## config.mk

```make
export PLATFORM = sky130hd
export DESIGN_NAME = taisp_host
export DESIGN_NICKNAME = d
export VERILOG_FILES = /design/src/hdl/taisp_pkg.sv /design/src/hdl/taisp_tick_div.sv /design/src/hdl/taisp_line_sync.sv /design/src/hdl/taisp_host.sv
export SDC_FILE = /design/constraint.sdc
export NUM_CORES = 1
export LEC_CHECK = 0
export BUFFER_PORTS_ARGS = -buffer_cell sky130_fd_sc_hd__buf_2
export CAP_MARGIN = 15
export CORE_ASPECT_RATIO = 2
export CORE_MARGIN = 8
export CORE_UTILIZATION = 45
export DETAILED_ROUTE_END_ITERATION = 10
export MAX_ROUTING_LAYER = met4
export PLACE_DENSITY = 0.72
export SLEW_MARGIN = 20
export SYNTH_ARGS = -nofsm -noshare
export SYNTH_HDL_FRONTEND = slang
export SYNTH_SLANG_ARGS = --single-unit
```

## constraint.sdc

```tcl
create_clock -name ref_clk -period 3.65 [get_ports ref_clk]
set_input_delay 0.5475 -clock ref_clk [delete_from_list [all_inputs] [get_ports ref_clk]]
set_output_delay 0.5475 -clock ref_clk [all_outputs]
set_load 0.01 [all_outputs]
```

## src/hdl/taisp_pkg.sv

```systemverilog
// Constants, types and register map for the touch converter bus host.
// Assumes a 100 MHz system clock and an open-drain two-wire bus.
package taisp_pkg;

  // System clock and the three bus clock ceilings.
  localparam int SYS_CLK_HZ = 100_000_000;
  localparam int SCL_STD_HZ = 100_000;
  localparam int SCL_FAST_HZ = 400_000;
  localparam int SCL_HS_HZ = 3_400_000;

  // Quarter bus period in clock cycles, rounded up so no rate is exceeded.
  localparam int QTR_STD = (SYS_CLK_HZ + 4 * SCL_STD_HZ - 1) / (4 * SCL_STD_HZ);
  localparam int QTR_FAST =
    (SYS_CLK_HZ + 4 * SCL_FAST_HZ - 1) / (4 * SCL_FAST_HZ);
  localparam int QTR_HS = (SYS_CLK_HZ + 4 * SCL_HS_HZ - 1) / (4 * SCL_HS_HZ);

  // Width of the tick divider count.
  localparam int DIV_W = 16;

  // Software register map, byte addresses.
  localparam logic [7:0] REG_CFG = 8'h00;
  localparam logic [7:0] REG_CMD = 8'h04;
  localparam logic [7:0] REG_STATUS = 8'h08;
  localparam logic [7:0] REG_RESULT = 8'h0c;

  // Configuration field positions.
  localparam int CFG_SEL_LSB = 0;
  localparam int CFG_SPD_LSB = 2;
  localparam int CFG_AUTO8 = 4;
  // Command register: bit above the command byte asks for a write only.
  localparam int CMD_WONLY = 8;
  // Status field positions.
  localparam int ST_BUSY = 0;
  localparam int ST_DONE = 1;
  localparam int ST_NACK = 2;
  localparam int ST_IDLE = 3;

  // Speed codes.
  localparam logic [1:0] SPD_STD = 2'h0;
  localparam logic [1:0] SPD_FAST = 2'h1;

  // Fixed upper part of the device address and direction values.
  localparam logic [4:0] DEV_ADDR_FIXED = 5'h12;
  localparam logic DIR_WRITE = 1'b0;
  localparam logic DIR_READ = 1'b1;

  // Command byte layout: channel code on top, mode bit next to last.
  localparam int CMD_MODE_BIT = 1;
  localparam logic [2:0] CHAN_PRESSURE_TOP = 3'h7;

  // Bit counter values within a byte.
  localparam logic [3:0] ACK_SLOT = 4'h8;

  // Phases of one bus bit, a quarter period each.
  localparam logic [1:0] PH_SET = 2'h0;
  localparam logic [1:0] PH_RISE = 2'h1;
  localparam logic [1:0] PH_SAMPLE = 2'h2;
  localparam logic [1:0] PH_FALL = 2'h3;

  typedef enum logic [2:0] {
    TAISP_IDLE, TAISP_WAIT_BUS, TAISP_START, TAISP_BIT, TAISP_RESTART,
    TAISP_STOP
  } taisp_state_e;

  typedef enum logic [1:0] {
    TAISP_ADDR_W, TAISP_CMD_BYTE, TAISP_ADDR_R, TAISP_READ
  } taisp_step_e;

endpackage

```

## src/hdl/taisp_tick_div.sv

```systemverilog
// Quarter-period tick divider for the bus host.
// Assumes one system clock; the load value is at least one.
`timescale 1ns/1ps
module taisp_tick_div
  import taisp_pkg::*;
#(
  parameter int W = taisp_pkg::DIV_W
)
(
  input wire logic ref_clk,
  input wire logic nrst,
  input wire logic en,
  input wire logic [W-1:0] load,
  output logic tick
);
  import taisp_pkg::*;

  typedef struct packed {
    logic [W-1:0] cnt;
    logic tick;
  } taisp_div_s;

  taisp_div_s div_r;
  taisp_div_s div_nxt;

  // Count down while enabled and pulse once per reload.
  always_comb
  begin
    div_nxt = div_r;
    div_nxt.tick = 1'b0;
    if (!en)
    begin
      div_nxt.cnt = load;
    end
    else if (div_r.cnt <= W'(1))
    begin
      div_nxt.cnt = load;
      div_nxt.tick = 1'b1;
    end
    else
    begin
      div_nxt.cnt = div_r.cnt - W'(1);
    end
  end

  // State register.
  always_ff @(posedge ref_clk or negedge nrst)
  begin
    if (!nrst)
    begin
      div_r <= '0;
    end
    else
    begin
      div_r <= div_nxt;
    end
  end

  assign tick = div_r.tick;

endmodule // taisp_tick_div

```

## src/hdl/taisp_line_sync.sv

```systemverilog
// Two-flop synchroniser with a stability filter for one bus line.
// Assumes the line idles high, as an open-drain bus does.
`timescale 1ns/1ps
module taisp_line_sync
#(
  parameter int FILT = 3
)
(
  input wire logic ref_clk,
  input wire logic nrst,
  input wire logic pin,
  output logic level
);

  typedef struct packed {
    logic s1;
    logic s2;
    logic [FILT-1:0] hist;
    logic level;
  } taisp_sync_s;

  taisp_sync_s sy_r;
  taisp_sync_s sy_nxt;

  // The filtered level follows only after FILT equal samples, so short
  // glitches never reach the host state machine.
  always_comb
  begin
    sy_nxt = sy_r;
    sy_nxt.s1 = pin;
    sy_nxt.s2 = sy_r.s1;
    sy_nxt.hist = {sy_r.hist[FILT-2:0], sy_r.s2};
    if (&sy_r.hist)
    begin
      sy_nxt.level = 1'b1;
    end
    else if (~|sy_r.hist)
    begin
      sy_nxt.level = 1'b0;
    end
  end

  // State register; everything resets to the idle-high level.
  always_ff @(posedge ref_clk or negedge nrst)
  begin
    if (!nrst)
    begin
      sy_r <= '1;
    end
    else
    begin
      sy_r <= sy_nxt;
    end
  end

  assign level = sy_r.level;

endmodule // taisp_line_sync

```

## src/hdl/taisp_host.sv

```systemverilog
// Bus host that commands the touch converter over the two-wire bus.
// Assumes open-drain pins resolved outside; software uses a plain port.
//
// Overview of operation
// [RULE1] Code 0000 selects single diode temperature reading.
// [RULE2] Code 0100 selects ratio diode temperature reading.
// [RULE3] Device biases diode only while acquiring.
// [RULE4] Device divides battery input by four.
// [RULE5] Device powers battery divider only while sampling.
// [RULE6] Host uses 8-bit mode for pressure.
// [RULE7] Host makes all clocks, starts and stops.
// [RULE8] Host starts only on an idle bus.
// [RULE9] Data changes only while clock low.
// [RULE10] Start is data falling while clock high.
// [RULE11] Stop is data rising while clock high.
// [RULE12] Eight bits then a ninth acknowledge clock.
// [RULE13] Host alone sets byte count per transfer.
// [RULE14] Works at standard, fast and high speed.
// [RULE15] Acknowledger holds data low through clock high.
// [RULE16] Host ends read with no acknowledge.
// [RULE17] Device acknowledges address and each written byte.
// [RULE18] Host acknowledges all read bytes but last.
// [RULE19] Transfer ends by stop or repeated start.
// [RULE20] Direction bit selects device receive or transmit.
// [RULE21] Device shifts read data on host clock.
// [RULE22] Address is fixed code, select pins, direction.
// [RULE23] Command: channel, power bits, mode, spare bit.
// [RULE24] Device refuses extra command bytes in transfer.
// [RULE25] Device filters and synchronises bus inputs.
`timescale 1ns/1ps
module taisp_host
  import taisp_pkg::*;
(
  input wire logic ref_clk,
  input wire logic nrst,
  input wire logic [7:0] addr,
  input wire logic [31:0] wdata,
  input wire logic wr,
  input wire logic rd,
  output logic [31:0] rdata,
  input wire logic scl_i,
  output logic scl_o,
  output logic scl_oe_n,
  input wire logic sda_i,
  output logic sda_o,
  output logic sda_oe_n
);
  import taisp_pkg::*;

  typedef struct packed {
    taisp_state_e st;
    taisp_step_e step;
    logic [1:0] ph;
    logic [3:0] bitn;
    logic [7:0] sh;
    logic rdcnt;
    logic ack_n;
    logic [7:0] cmd;
    logic wonly;
    logic [1:0] dev_sel;
    logic [1:0] speed;
    logic auto8;
    logic busy;
    logic done;
    logic nack;
    logic [15:0] result;
    logic [31:0] rdata;
    logic scl_oe_n;
    logic sda_oe_n;
  } taisp_host_s;

  taisp_host_s h_r;
  taisp_host_s h_nxt;
  logic scl_s;
  logic sda_s;
  logic tick;
  logic [DIV_W-1:0] qtr;

  ////////////////////////////////////////////////////////////////////////
  // Helpers.

  // Address byte from the fixed code, select pins and direction.
  function automatic logic [7:0] addr_byte(input logic [1:0] sel,
                                           input logic dir);
    addr_byte = {DEV_ADDR_FIXED, sel, dir}; // [RULE22] [RULE20]
  endfunction

  // Quarter period for the chosen bus speed.
  function automatic logic [DIV_W-1:0] qtr_count(input logic [1:0] spd);
    if (spd == SPD_STD)
    begin
      qtr_count = DIV_W'(QTR_STD);
    end
    else if (spd == SPD_FAST)
    begin
      qtr_count = DIV_W'(QTR_FAST);
    end
    else
    begin
      qtr_count = DIV_W'(QTR_HS);
    end
  endfunction

  ////////////////////////////////////////////////////////////////////////
  // Pin inputs and bit timing.

  // Both lines pass two flops and a glitch filter before use.
  taisp_line_sync u_scl_sync (
    .ref_clk(ref_clk),
    .nrst(nrst),
    .pin(scl_i),
    .level(scl_s)
  ); // [RULE25]

  taisp_line_sync u_sda_sync (
    .ref_clk(ref_clk),
    .nrst(nrst),
    .pin(sda_i),
    .level(sda_s)
  ); // [RULE25]

  assign qtr = qtr_count(h_r.speed); // [RULE14]

  // Quarter-period ticks run only while a transfer is under way.
  taisp_tick_div u_div (
    .ref_clk(ref_clk),
    .nrst(nrst),
    .en(h_r.st != TAISP_IDLE),
    .load(qtr),
    .tick(tick)
  );

  ////////////////////////////////////////////////////////////////////////
  // Register port and transfer sequencer.

  // Software access first, then the bus engine, so that a flag set by
  // the engine wins over a clear in the same cycle.
  always_comb
  begin
    h_nxt = h_r;
    h_nxt.rdata = 32'h0;
    if (rd)
    begin
      unique case (addr)
        REG_CFG: h_nxt.rdata = 32'({h_r.auto8, h_r.speed, h_r.dev_sel});
        REG_CMD: h_nxt.rdata = 32'({h_r.wonly, h_r.cmd});
        REG_STATUS: h_nxt.rdata = 32'({scl_s & sda_s, h_r.nack, h_r.done,
                                       h_r.busy});
        REG_RESULT: h_nxt.rdata = 32'(h_r.result);
        default: h_nxt.rdata = 32'h0;
      endcase
    end
    if (wr && addr == REG_CFG && !h_r.busy)
    begin
      h_nxt.dev_sel = wdata[CFG_SEL_LSB +: 2];
      h_nxt.speed = wdata[CFG_SPD_LSB +: 2];
      h_nxt.auto8 = wdata[CFG_AUTO8];
    end
    if (wr && addr == REG_STATUS)
    begin
      if (wdata[ST_DONE])
      begin
        h_nxt.done = 1'b0;
      end
      if (wdata[ST_NACK])
      begin
        h_nxt.nack = 1'b0;
      end
    end
    unique case (h_r.st)
      TAISP_IDLE:
      begin
        // A command write starts a transfer; ignored while busy.
        if (wr && addr == REG_CMD)
        begin
          h_nxt.cmd = wdata[7:0]; // [RULE23]
          // Pressure channels are forced to the coarse mode on request.
          if (h_r.auto8 && wdata[7:5] == CHAN_PRESSURE_TOP)
          begin
            h_nxt.cmd[CMD_MODE_BIT] = 1'b1; // [RULE6]
          end
          h_nxt.wonly = wdata[CMD_WONLY];
          h_nxt.busy = 1'b1;
          h_nxt.nack = 1'b0;
          h_nxt.done = 1'b0;
          h_nxt.step = TAISP_ADDR_W;
          h_nxt.st = TAISP_WAIT_BUS;
        end
      end
      TAISP_WAIT_BUS:
      begin
        // Start only when both lines are seen high.
        if (tick && scl_s && sda_s)
        begin
          h_nxt.sda_oe_n = 1'b0; // [RULE8] [RULE10] [RULE7]
          h_nxt.st = TAISP_START;
        end
      end
      TAISP_START:
      begin
        if (tick)
        begin
          h_nxt.scl_oe_n = 1'b0;
          h_nxt.sh = addr_byte(h_r.dev_sel, DIR_WRITE);
          h_nxt.bitn = 4'h0;
          h_nxt.ph = PH_SET;
          h_nxt.st = TAISP_BIT;
        end
      end
      TAISP_BIT:
      begin
        if (tick)
        begin
          unique case (h_r.ph)
            PH_SET:
            begin
              // Data moves only in the clock-low quarter.
              if (h_r.step != TAISP_READ)
              begin
                h_nxt.sda_oe_n = (h_r.bitn == ACK_SLOT) ? 1'b1 : h_r.sh[7];
              end
              else if (h_r.bitn != ACK_SLOT)
              begin
                h_nxt.sda_oe_n = 1'b1; // [RULE21]
              end
              else
              begin
                // Acknowledge all but the last byte, release on the last.
                h_nxt.sda_oe_n = (h_r.rdcnt == h_r.cmd[CMD_MODE_BIT])
                                 ? 1'b0 : 1'b1; // [RULE18] [RULE16] [RULE15]
              end
              h_nxt.ph = PH_RISE; // [RULE9]
            end
            PH_RISE:
            begin
              h_nxt.scl_oe_n = 1'b1; // [RULE7]
              h_nxt.ph = PH_SAMPLE;
            end
            PH_SAMPLE:
            begin
              // Wait here while the clock line is held low by anyone.
              if (scl_s)
              begin
                if (h_r.bitn == ACK_SLOT)
                begin
                  h_nxt.ack_n = sda_s; // [RULE12]
                end
                else if (h_r.step == TAISP_READ)
                begin
                  h_nxt.sh = {h_r.sh[6:0], sda_s}; // [RULE21]
                end
                h_nxt.ph = PH_FALL;
              end
            end
            PH_FALL:
            begin
              h_nxt.scl_oe_n = 1'b0;
              h_nxt.ph = PH_SET;
              h_nxt.bitn = h_r.bitn + 4'h1;
              if (h_r.bitn == ACK_SLOT)
              begin
                h_nxt.bitn = 4'h0;
                unique case (h_r.step)
                  TAISP_ADDR_W:
                  begin
                    h_nxt.sh = h_r.cmd;
                    h_nxt.step = TAISP_CMD_BYTE;
                    if (h_r.ack_n)
                    begin
                      h_nxt.nack = 1'b1; // [RULE17]
                      h_nxt.st = TAISP_STOP;
                    end
                  end
                  TAISP_CMD_BYTE:
                  begin
                    // One command byte per write, then stop or restart.
                    if (h_r.ack_n)
                    begin
                      h_nxt.nack = 1'b1; // [RULE17]
                      h_nxt.st = TAISP_STOP;
                    end
                    else if (h_r.wonly)
                    begin
                      h_nxt.st = TAISP_STOP; // [RULE24] [RULE19]
                    end
                    else
                    begin
                      h_nxt.st = TAISP_RESTART; // [RULE24] [RULE19]
                    end
                  end
                  TAISP_ADDR_R:
                  begin
                    h_nxt.step = TAISP_READ;
                    h_nxt.rdcnt = 1'b0;
                    if (h_r.ack_n)
                    begin
                      h_nxt.nack = 1'b1;
                      h_nxt.st = TAISP_STOP;
                    end
                  end
                  TAISP_READ:
                  begin
                    // Two bytes in fine mode, one in coarse mode.
                    if (h_r.rdcnt)
                    begin
                      h_nxt.result[7:0] = h_r.sh;
                    end
                    else
                    begin
                      h_nxt.result = {h_r.sh, 8'h0};
                    end
                    if (h_r.rdcnt == !h_r.cmd[CMD_MODE_BIT])
                    begin
                      h_nxt.st = TAISP_STOP; // [RULE13]
                    end
                    h_nxt.rdcnt = 1'b1;
                  end
                endcase
              end
              else
              begin
                // Transmit shift register moves on after each data bit.
                if (h_r.step != TAISP_READ)
                begin
                  h_nxt.sh = {h_r.sh[6:0], 1'b0};
                end
              end
            end
          endcase
        end
      end
      TAISP_RESTART:
      begin
        if (tick)
        begin
          unique case (h_r.ph)
            PH_SET: h_nxt.sda_oe_n = 1'b1;
            PH_RISE: h_nxt.scl_oe_n = 1'b1;
            PH_SAMPLE: h_nxt.sda_oe_n = scl_s ? 1'b0 : 1'b1; // [RULE19]
            PH_FALL:
            begin
              h_nxt.scl_oe_n = 1'b0;
              h_nxt.sh = addr_byte(h_r.dev_sel, DIR_READ);
              h_nxt.step = TAISP_ADDR_R;
              h_nxt.st = TAISP_BIT;
            end
          endcase
          if (h_r.ph != PH_SAMPLE || scl_s)
          begin
            h_nxt.ph = h_r.ph + 2'h1;
          end
        end
      end
      TAISP_STOP:
      begin
        if (tick)
        begin
          unique case (h_r.ph)
            PH_SET: h_nxt.sda_oe_n = 1'b0;
            PH_RISE: h_nxt.scl_oe_n = 1'b1;
            PH_SAMPLE: h_nxt.sda_oe_n = scl_s ? 1'b1 : 1'b0; // [RULE11]
            PH_FALL:
            begin
              h_nxt.busy = 1'b0;
              h_nxt.done = 1'b1;
              h_nxt.st = TAISP_IDLE;
            end
          endcase
          if (h_r.ph != PH_SAMPLE || scl_s)
          begin
            h_nxt.ph = h_r.ph + 2'h1;
          end
        end
      end
    endcase
  end

  // State register; the bus lines start released.
  always_ff @(posedge ref_clk or negedge nrst)
  begin
    if (!nrst)
    begin
      h_r <= '0;
      h_r.scl_oe_n <= 1'b1;
      h_r.sda_oe_n <= 1'b1;
    end
    else
    begin
      h_r <= h_nxt;
    end
  end

  // Open-drain pins only ever pull low.
  assign scl_o = h_r.busy & 1'b0;
  assign sda_o = h_r.busy & 1'b0;
  assign scl_oe_n = h_r.scl_oe_n;
  assign sda_oe_n = h_r.sda_oe_n;
  assign rdata = h_r.rdata;

endmodule // taisp_host

```

Yosys cells after proc, flatten, opt, wreduce, memory -nomap -nowiden
Index checks and enable logic that the tools add are counted.

Register bits: 117. Input port bits: 46. Output and inout port bits: 36. Word-level logic and storage cells: 215.

Add/subtract/negate cells: 3. Order comparisons: 1. Eq/ne operators: 47. Muxes and demuxes: 90. Bitwise operators: 2. Reductions and logical operators: 42.

Operators with widths (count): 2-to-1 mux 16 bit (5); 2-to-1 mux 8 bit (10); case mux 16 bit (4 select lines) (1); 2-to-1 mux 17 bit (3); 2-to-1 mux 1 bit (28); case mux 8 bit (3 select lines) (1); != test 2 x 1 -> 1 bit, second input constant (11); 2-to-1 mux 21 bit (1); 2-to-1 mux 3 bit (7); 2-to-1 mux 5 bit (4); 2-to-1 mux 2 bit (9); case mux 3 bit (6 select lines) (1); AND reduction 6 bit (3); == test 8 x 4 -> 1 bit, second input constant (2); <= comparator 16 x 1 -> 1 bit, second input constant (1); case mux 2 bit (4 select lines) (2); case mux 8 bit (2 select lines) (1); AND reduction 8 bit (2); subtractor 16 x 1 -> 16 bit, second input constant (1); AND reduction 5 bit (3); 2-to-1 mux 14 bit (1); != test 3 x 1 -> 1 bit, second input constant (4); != test 3 bit, second input constant (4); AND reduction 12 bit (1); 40 further kinds (79).

Depth between registers and ports, before layout
Depth after elaboration: 9. Gate-level depth with buffers: 9. Gate-level depth less buffers: 7.

Modules after synthesis
From an unflattened synthesis, not the netlist that was laid out.

Cells, all modules: 494. Area total of the unflattened synthesis: 5217.5 um^2.

Modules (own cells, without submodules): taisp_host (instances 1, cells an instance 377, area an instance 3902.5 um^2, sequential area each 1804.2 um^2); taisp_tick_div (instances 1, cells an instance 97, area an instance 962.2 um^2, sequential area each 425.4 um^2); taisp_line_sync (instances 2, cells an instance 10, area an instance 176.4 um^2, sequential area each 157.7 um^2).

Worst setup path before layout
OpenSTA, ideal clock, no wires.

Path type: input-to-reg. From: input port addr[1]. To: register h_r[85] (netlist name). Library setup time: 0.128 ns. Arrival: 1.989 ns. Required time: 3.522 ns. Setup slack: 1.533 ns. Cell stages on the path: 5. Path buffers: 0. Cells stage by stage: or4_4 nor4_1 o21ai_1 nor3b_2 mux2_1.

Longest elaborated chain between the ends: 4.

Ends and longest elaborated chain: from (decl) (line taisp_host.sv:36) `input wire logic [7:0] addr,`; == test 8 x 3 -> 1 bit (line taisp_host.sv:174) `if (wr && addr == REG_CMD)`; logical AND 1 bit (line taisp_host.sv:174); != test 2 bit (no source line); AND reduction 12 bit (no source line); to (signal assigned) (line taisp_host.sv:389) `h_r <= h_nxt;`; to (decl) (line taisp_host.sv:72) `taisp_host_s h_r;`.

No other way between the ends. A chain may end at the register's enable or synchronous reset.

Final worst setup path
From: register h_r[85] (netlist name). To: register h_r[73] (netlist name).

Longest elaborated chain between the ends: 3. Elaborated cells between the ends (all ways): 16. Those cells by class: eq/ne: 13; mux: 1; reduce/logical: 2.

Ends and longest elaborated chain: == test 3 x 2 -> 1 bit or == test 3 bit (tied branches) (line taisp_host.sv:170) `unique case (h_r.st)`; != test 4 x 3 -> 1 bit (no source line), or another cell as far along; AND reduction 11 bit (no source line).

Several ways; a longest one is shown, not always the timed one.

==> run summary <==
Outcome: complete, no violations
CP max-delay cell: dfrtp_1
Initial antenna violation count: 0
Share of layout cells above drive strength 1: 24.3%
Share of synthesized registers carrying an async set or reset: 100%
Worst vdd ir: 0.385 mV
CP peak stage delay: 0.72 ns
CTS tree: built
Vias: 3508
Clk_lat worst skew: 0.35 ns
Leakage Power: 2.61 nW
Post-route DRC: 0
Power per cell area: 508 nW/um^2
Max-Cap Viols: 0
Mapped Area: 5040 sq um
Total Die Area: 15000 sq um
First-pass GRT wire length: 18600 um
DRT Pass-1 Iters: 4
Crit-path cells: nand3b_1 -> o21a_1 -> o221ai_2 -> mux2_2
CP delay by family, top: compound AO/OA/AOI/OAI gates
Synth unique cells: 59
RSZ-0062 raised after global routing: no
Comb pwr share: 17.0%
Hold-fix buffers, CTS: 0
Final hold viol count: 0
Pin count of the biggest net entering global routing: 70
CTS max path bufs: 2
Post-CTS Setup Bufs: 0
Syn avg cell area: 10.7 sq um
Post-DP HPWL: 8530 um
Tcrit/Tclk final: 65.2%
Wire per inst: 17.9 um
Fmax: 420 MHz
Crit path kind: flip-flop to flip-flop
Internal power: 1.94 mW
Antenna Diode Count: 0
Clock slew at the register clock pins of the worst setup and hold paths: 0.08 ns
Area fraction of the dominant cell type after synthesis: 43.2%
Synth Flop Type: dfrtp_1
TNS Setup: 0 ns
Total global-route track usage: 16.0%
CP Capture Type: flip-flop
Vias/cell: 5.51
Sequential share of power: 47.9%
CP Data Arrival Time: 2.61 ns
Sw Ratio: 30.6%
Register area share after synthesis: 50.5%
Synth area leader: dfrtp_1
# IOs: 82
Most frequent cell after synthesis: dfrtp_1
Final Util: 50.4%
Synth area leaders: dfrtp_1, dfstp_2, mux2_2
TritonCTS Buffers: 9
Die height: 166 um
# H-tree levels: 3
Worst path required time: 3.88 ns
Min cycle time layout: 2.38 ns
Die width: 90.8 um
Synth Instances: 469
Nets: 548
Worst hold-check path type: input pin to flip-flop
Initial Util: 46.0%
Final WL: 11400 um
Final Wtd Congestion: 0.893
Root Driver: clkbuf_16
Worst Path Max Fanout: 19
Max_slew headroom: 40.5%
# rows: 54
Post-synth EDFFs: 0
Clock Power Share: 35.1%
Worst Tran Pin Value: 0.892 ns
Vias in the first global route: 3690
Switching power: 0.857 mW
Global route overflow: 0
# setup viols final: 0
#FFs+latches synth: 101
Ys Warns: 0
Core footprint: 10900 sq um
Crit start category: flip-flop
Slew Limit Fails: 0
Worst clock skew: 0.00828 ns
Synthesis-to-finish area growth: 9.49%
Top post-synthesis cells by count: dfrtp_1, nand2_1, buf_4, nor2_1, o21ai_0
Detailed router's first-iteration violation count: 405
Port Buffers: 40
Post_cts resized: 0
Buf+Inv Stages, Crit Path: 0
DRT antenna net count: 0
Clk sink count: 101
## per-stage QoR
step	std cells	total power, mW	instance area, sq um	hold slack [ns]	setup WS (ns)
6_report	637	2.80	5520	0.300	1.27
5_1_grt	637	2.93	5520	0.285	1.12
4_1_cts	637	2.81	5520	0.289	1.30
3_3_place_gp	621	1.79	5210	0.346	1.09
3_5_place_dp	621	1.83	5210	0.350	1.07
2_1_floorplan	486	1.69	5100	0.252	1.53
## cell families (layout without fill, tap and decap cells)
kind of cell	count (synthesis)	count (layout)	share of synthesized area, %
and+or+nand+nor	147	147	15.5
adders and majority gates	10	10	2.48
muxes	53	53	12.1
buffers and inverters	65	76	7.60
xor gates and xnor gates	12	12	2.09
DFF	101	101	50.5
other	1	18	0.0744
AOI/OAI and AO/OA	80	80	9.59
## worst register-to-register path, delay by kind of cell, from the launching register on
| family | cells | cell delay, ns |
|---|---|---|
| flops | 1 | 0.72 |
| simple gates | 1 | 0.40 |
| mux | 1 | 0.41 |
| compound gates | 2 | 0.74 |
## path summary, 6_finish.rpt
path | startpoint | to | slack (ns) | cells past startpoint
setup reg to reg | h_r[85] | h_r[73] | 1.27 | 4
min in group asynchronous | nrst | u_div.div_r[10] | 0.32 | 1
setup / recovery | h_r[85] | h_r[73] | 1.27 | 4
max in group asynchronous | nrst | u_scl_sync.sy_nxt[4] | 2.56 | 2
hold reg to reg | u_scl_sync.sy_nxt[1] | u_scl_sync.sy_nxt[2] | 0.36 | 0
hold / removal | scl_i | u_scl_sync.sy_nxt[4] | 0.30 | 1
## cells in the final DEF (no fill, tap or decap), types with 3 or more instances in the layout
master,count
mux4_2,3
nand4_1,3
xor2_1,3
mux2_2,28
a211oi_1,3
clkbuf_16,9
dfstp_2,14
and2_1,7
or4_4,3
nand3b_1,5
ha_1,10
o22ai_1,3
o31ai_1,3
inv_1,14
clkinv_4,3
buf_4,6
nor3_1,8
or3_1,5
conb_1,18
mux2i_1,15
dfrtp_1,87
xnor2_1,9
nor2b_1,3
buf_2,39
nand2b_1,7
nand2_1,41
o21ai_1,5
and3_1,5
mux2_1,7
o21ai_0,31
nand3_1,8
nor2_1,35
a21oi_1,19
## state kept, by name, indices dropped and copies added, names as in the netlist, 4 cells and up
register           flops
h_r                   54
rdata                 16
u_div.div_r           16
u_scl_sync.sy_nxt      4
u_sda_sync.sy_nxt      4
## power groups by stage
stage / combinational [mW] / sequential, mW / clock [mW]
floorplan: 0.407 / 1.28 / 0
global placement: 0.446 / 1.34 / 0
detailed placement: 0.470 / 1.36 / 0
CTS: 0.476 / 1.33 / 1.00
global route: 0.536 / 1.35 / 1.05
finish: 0.477 / 1.34 / 0.982
## layout make-up
cell class / instances / area (sq um)
inverter: 14 / 52.6
clock inverter: 7 / 83.8
timing repair buffer: 46 / 260
tap: 140 / 175
clock buffer: 9 / 225
sequential: 101 / 2540
fill: 987 / 5430
multi-input combinational: 320 / 2170
## routing by layer
metal	part of all wire [%]	vias to the layer above	track usage, %
met4	4.0	0	9.26
met2	57	107	29.1
li1	-	1639	-
met3	3.6	34	3.44
met1	36	1728	15.0
met5	0	-	-
(Power assumes the default switching activity.)
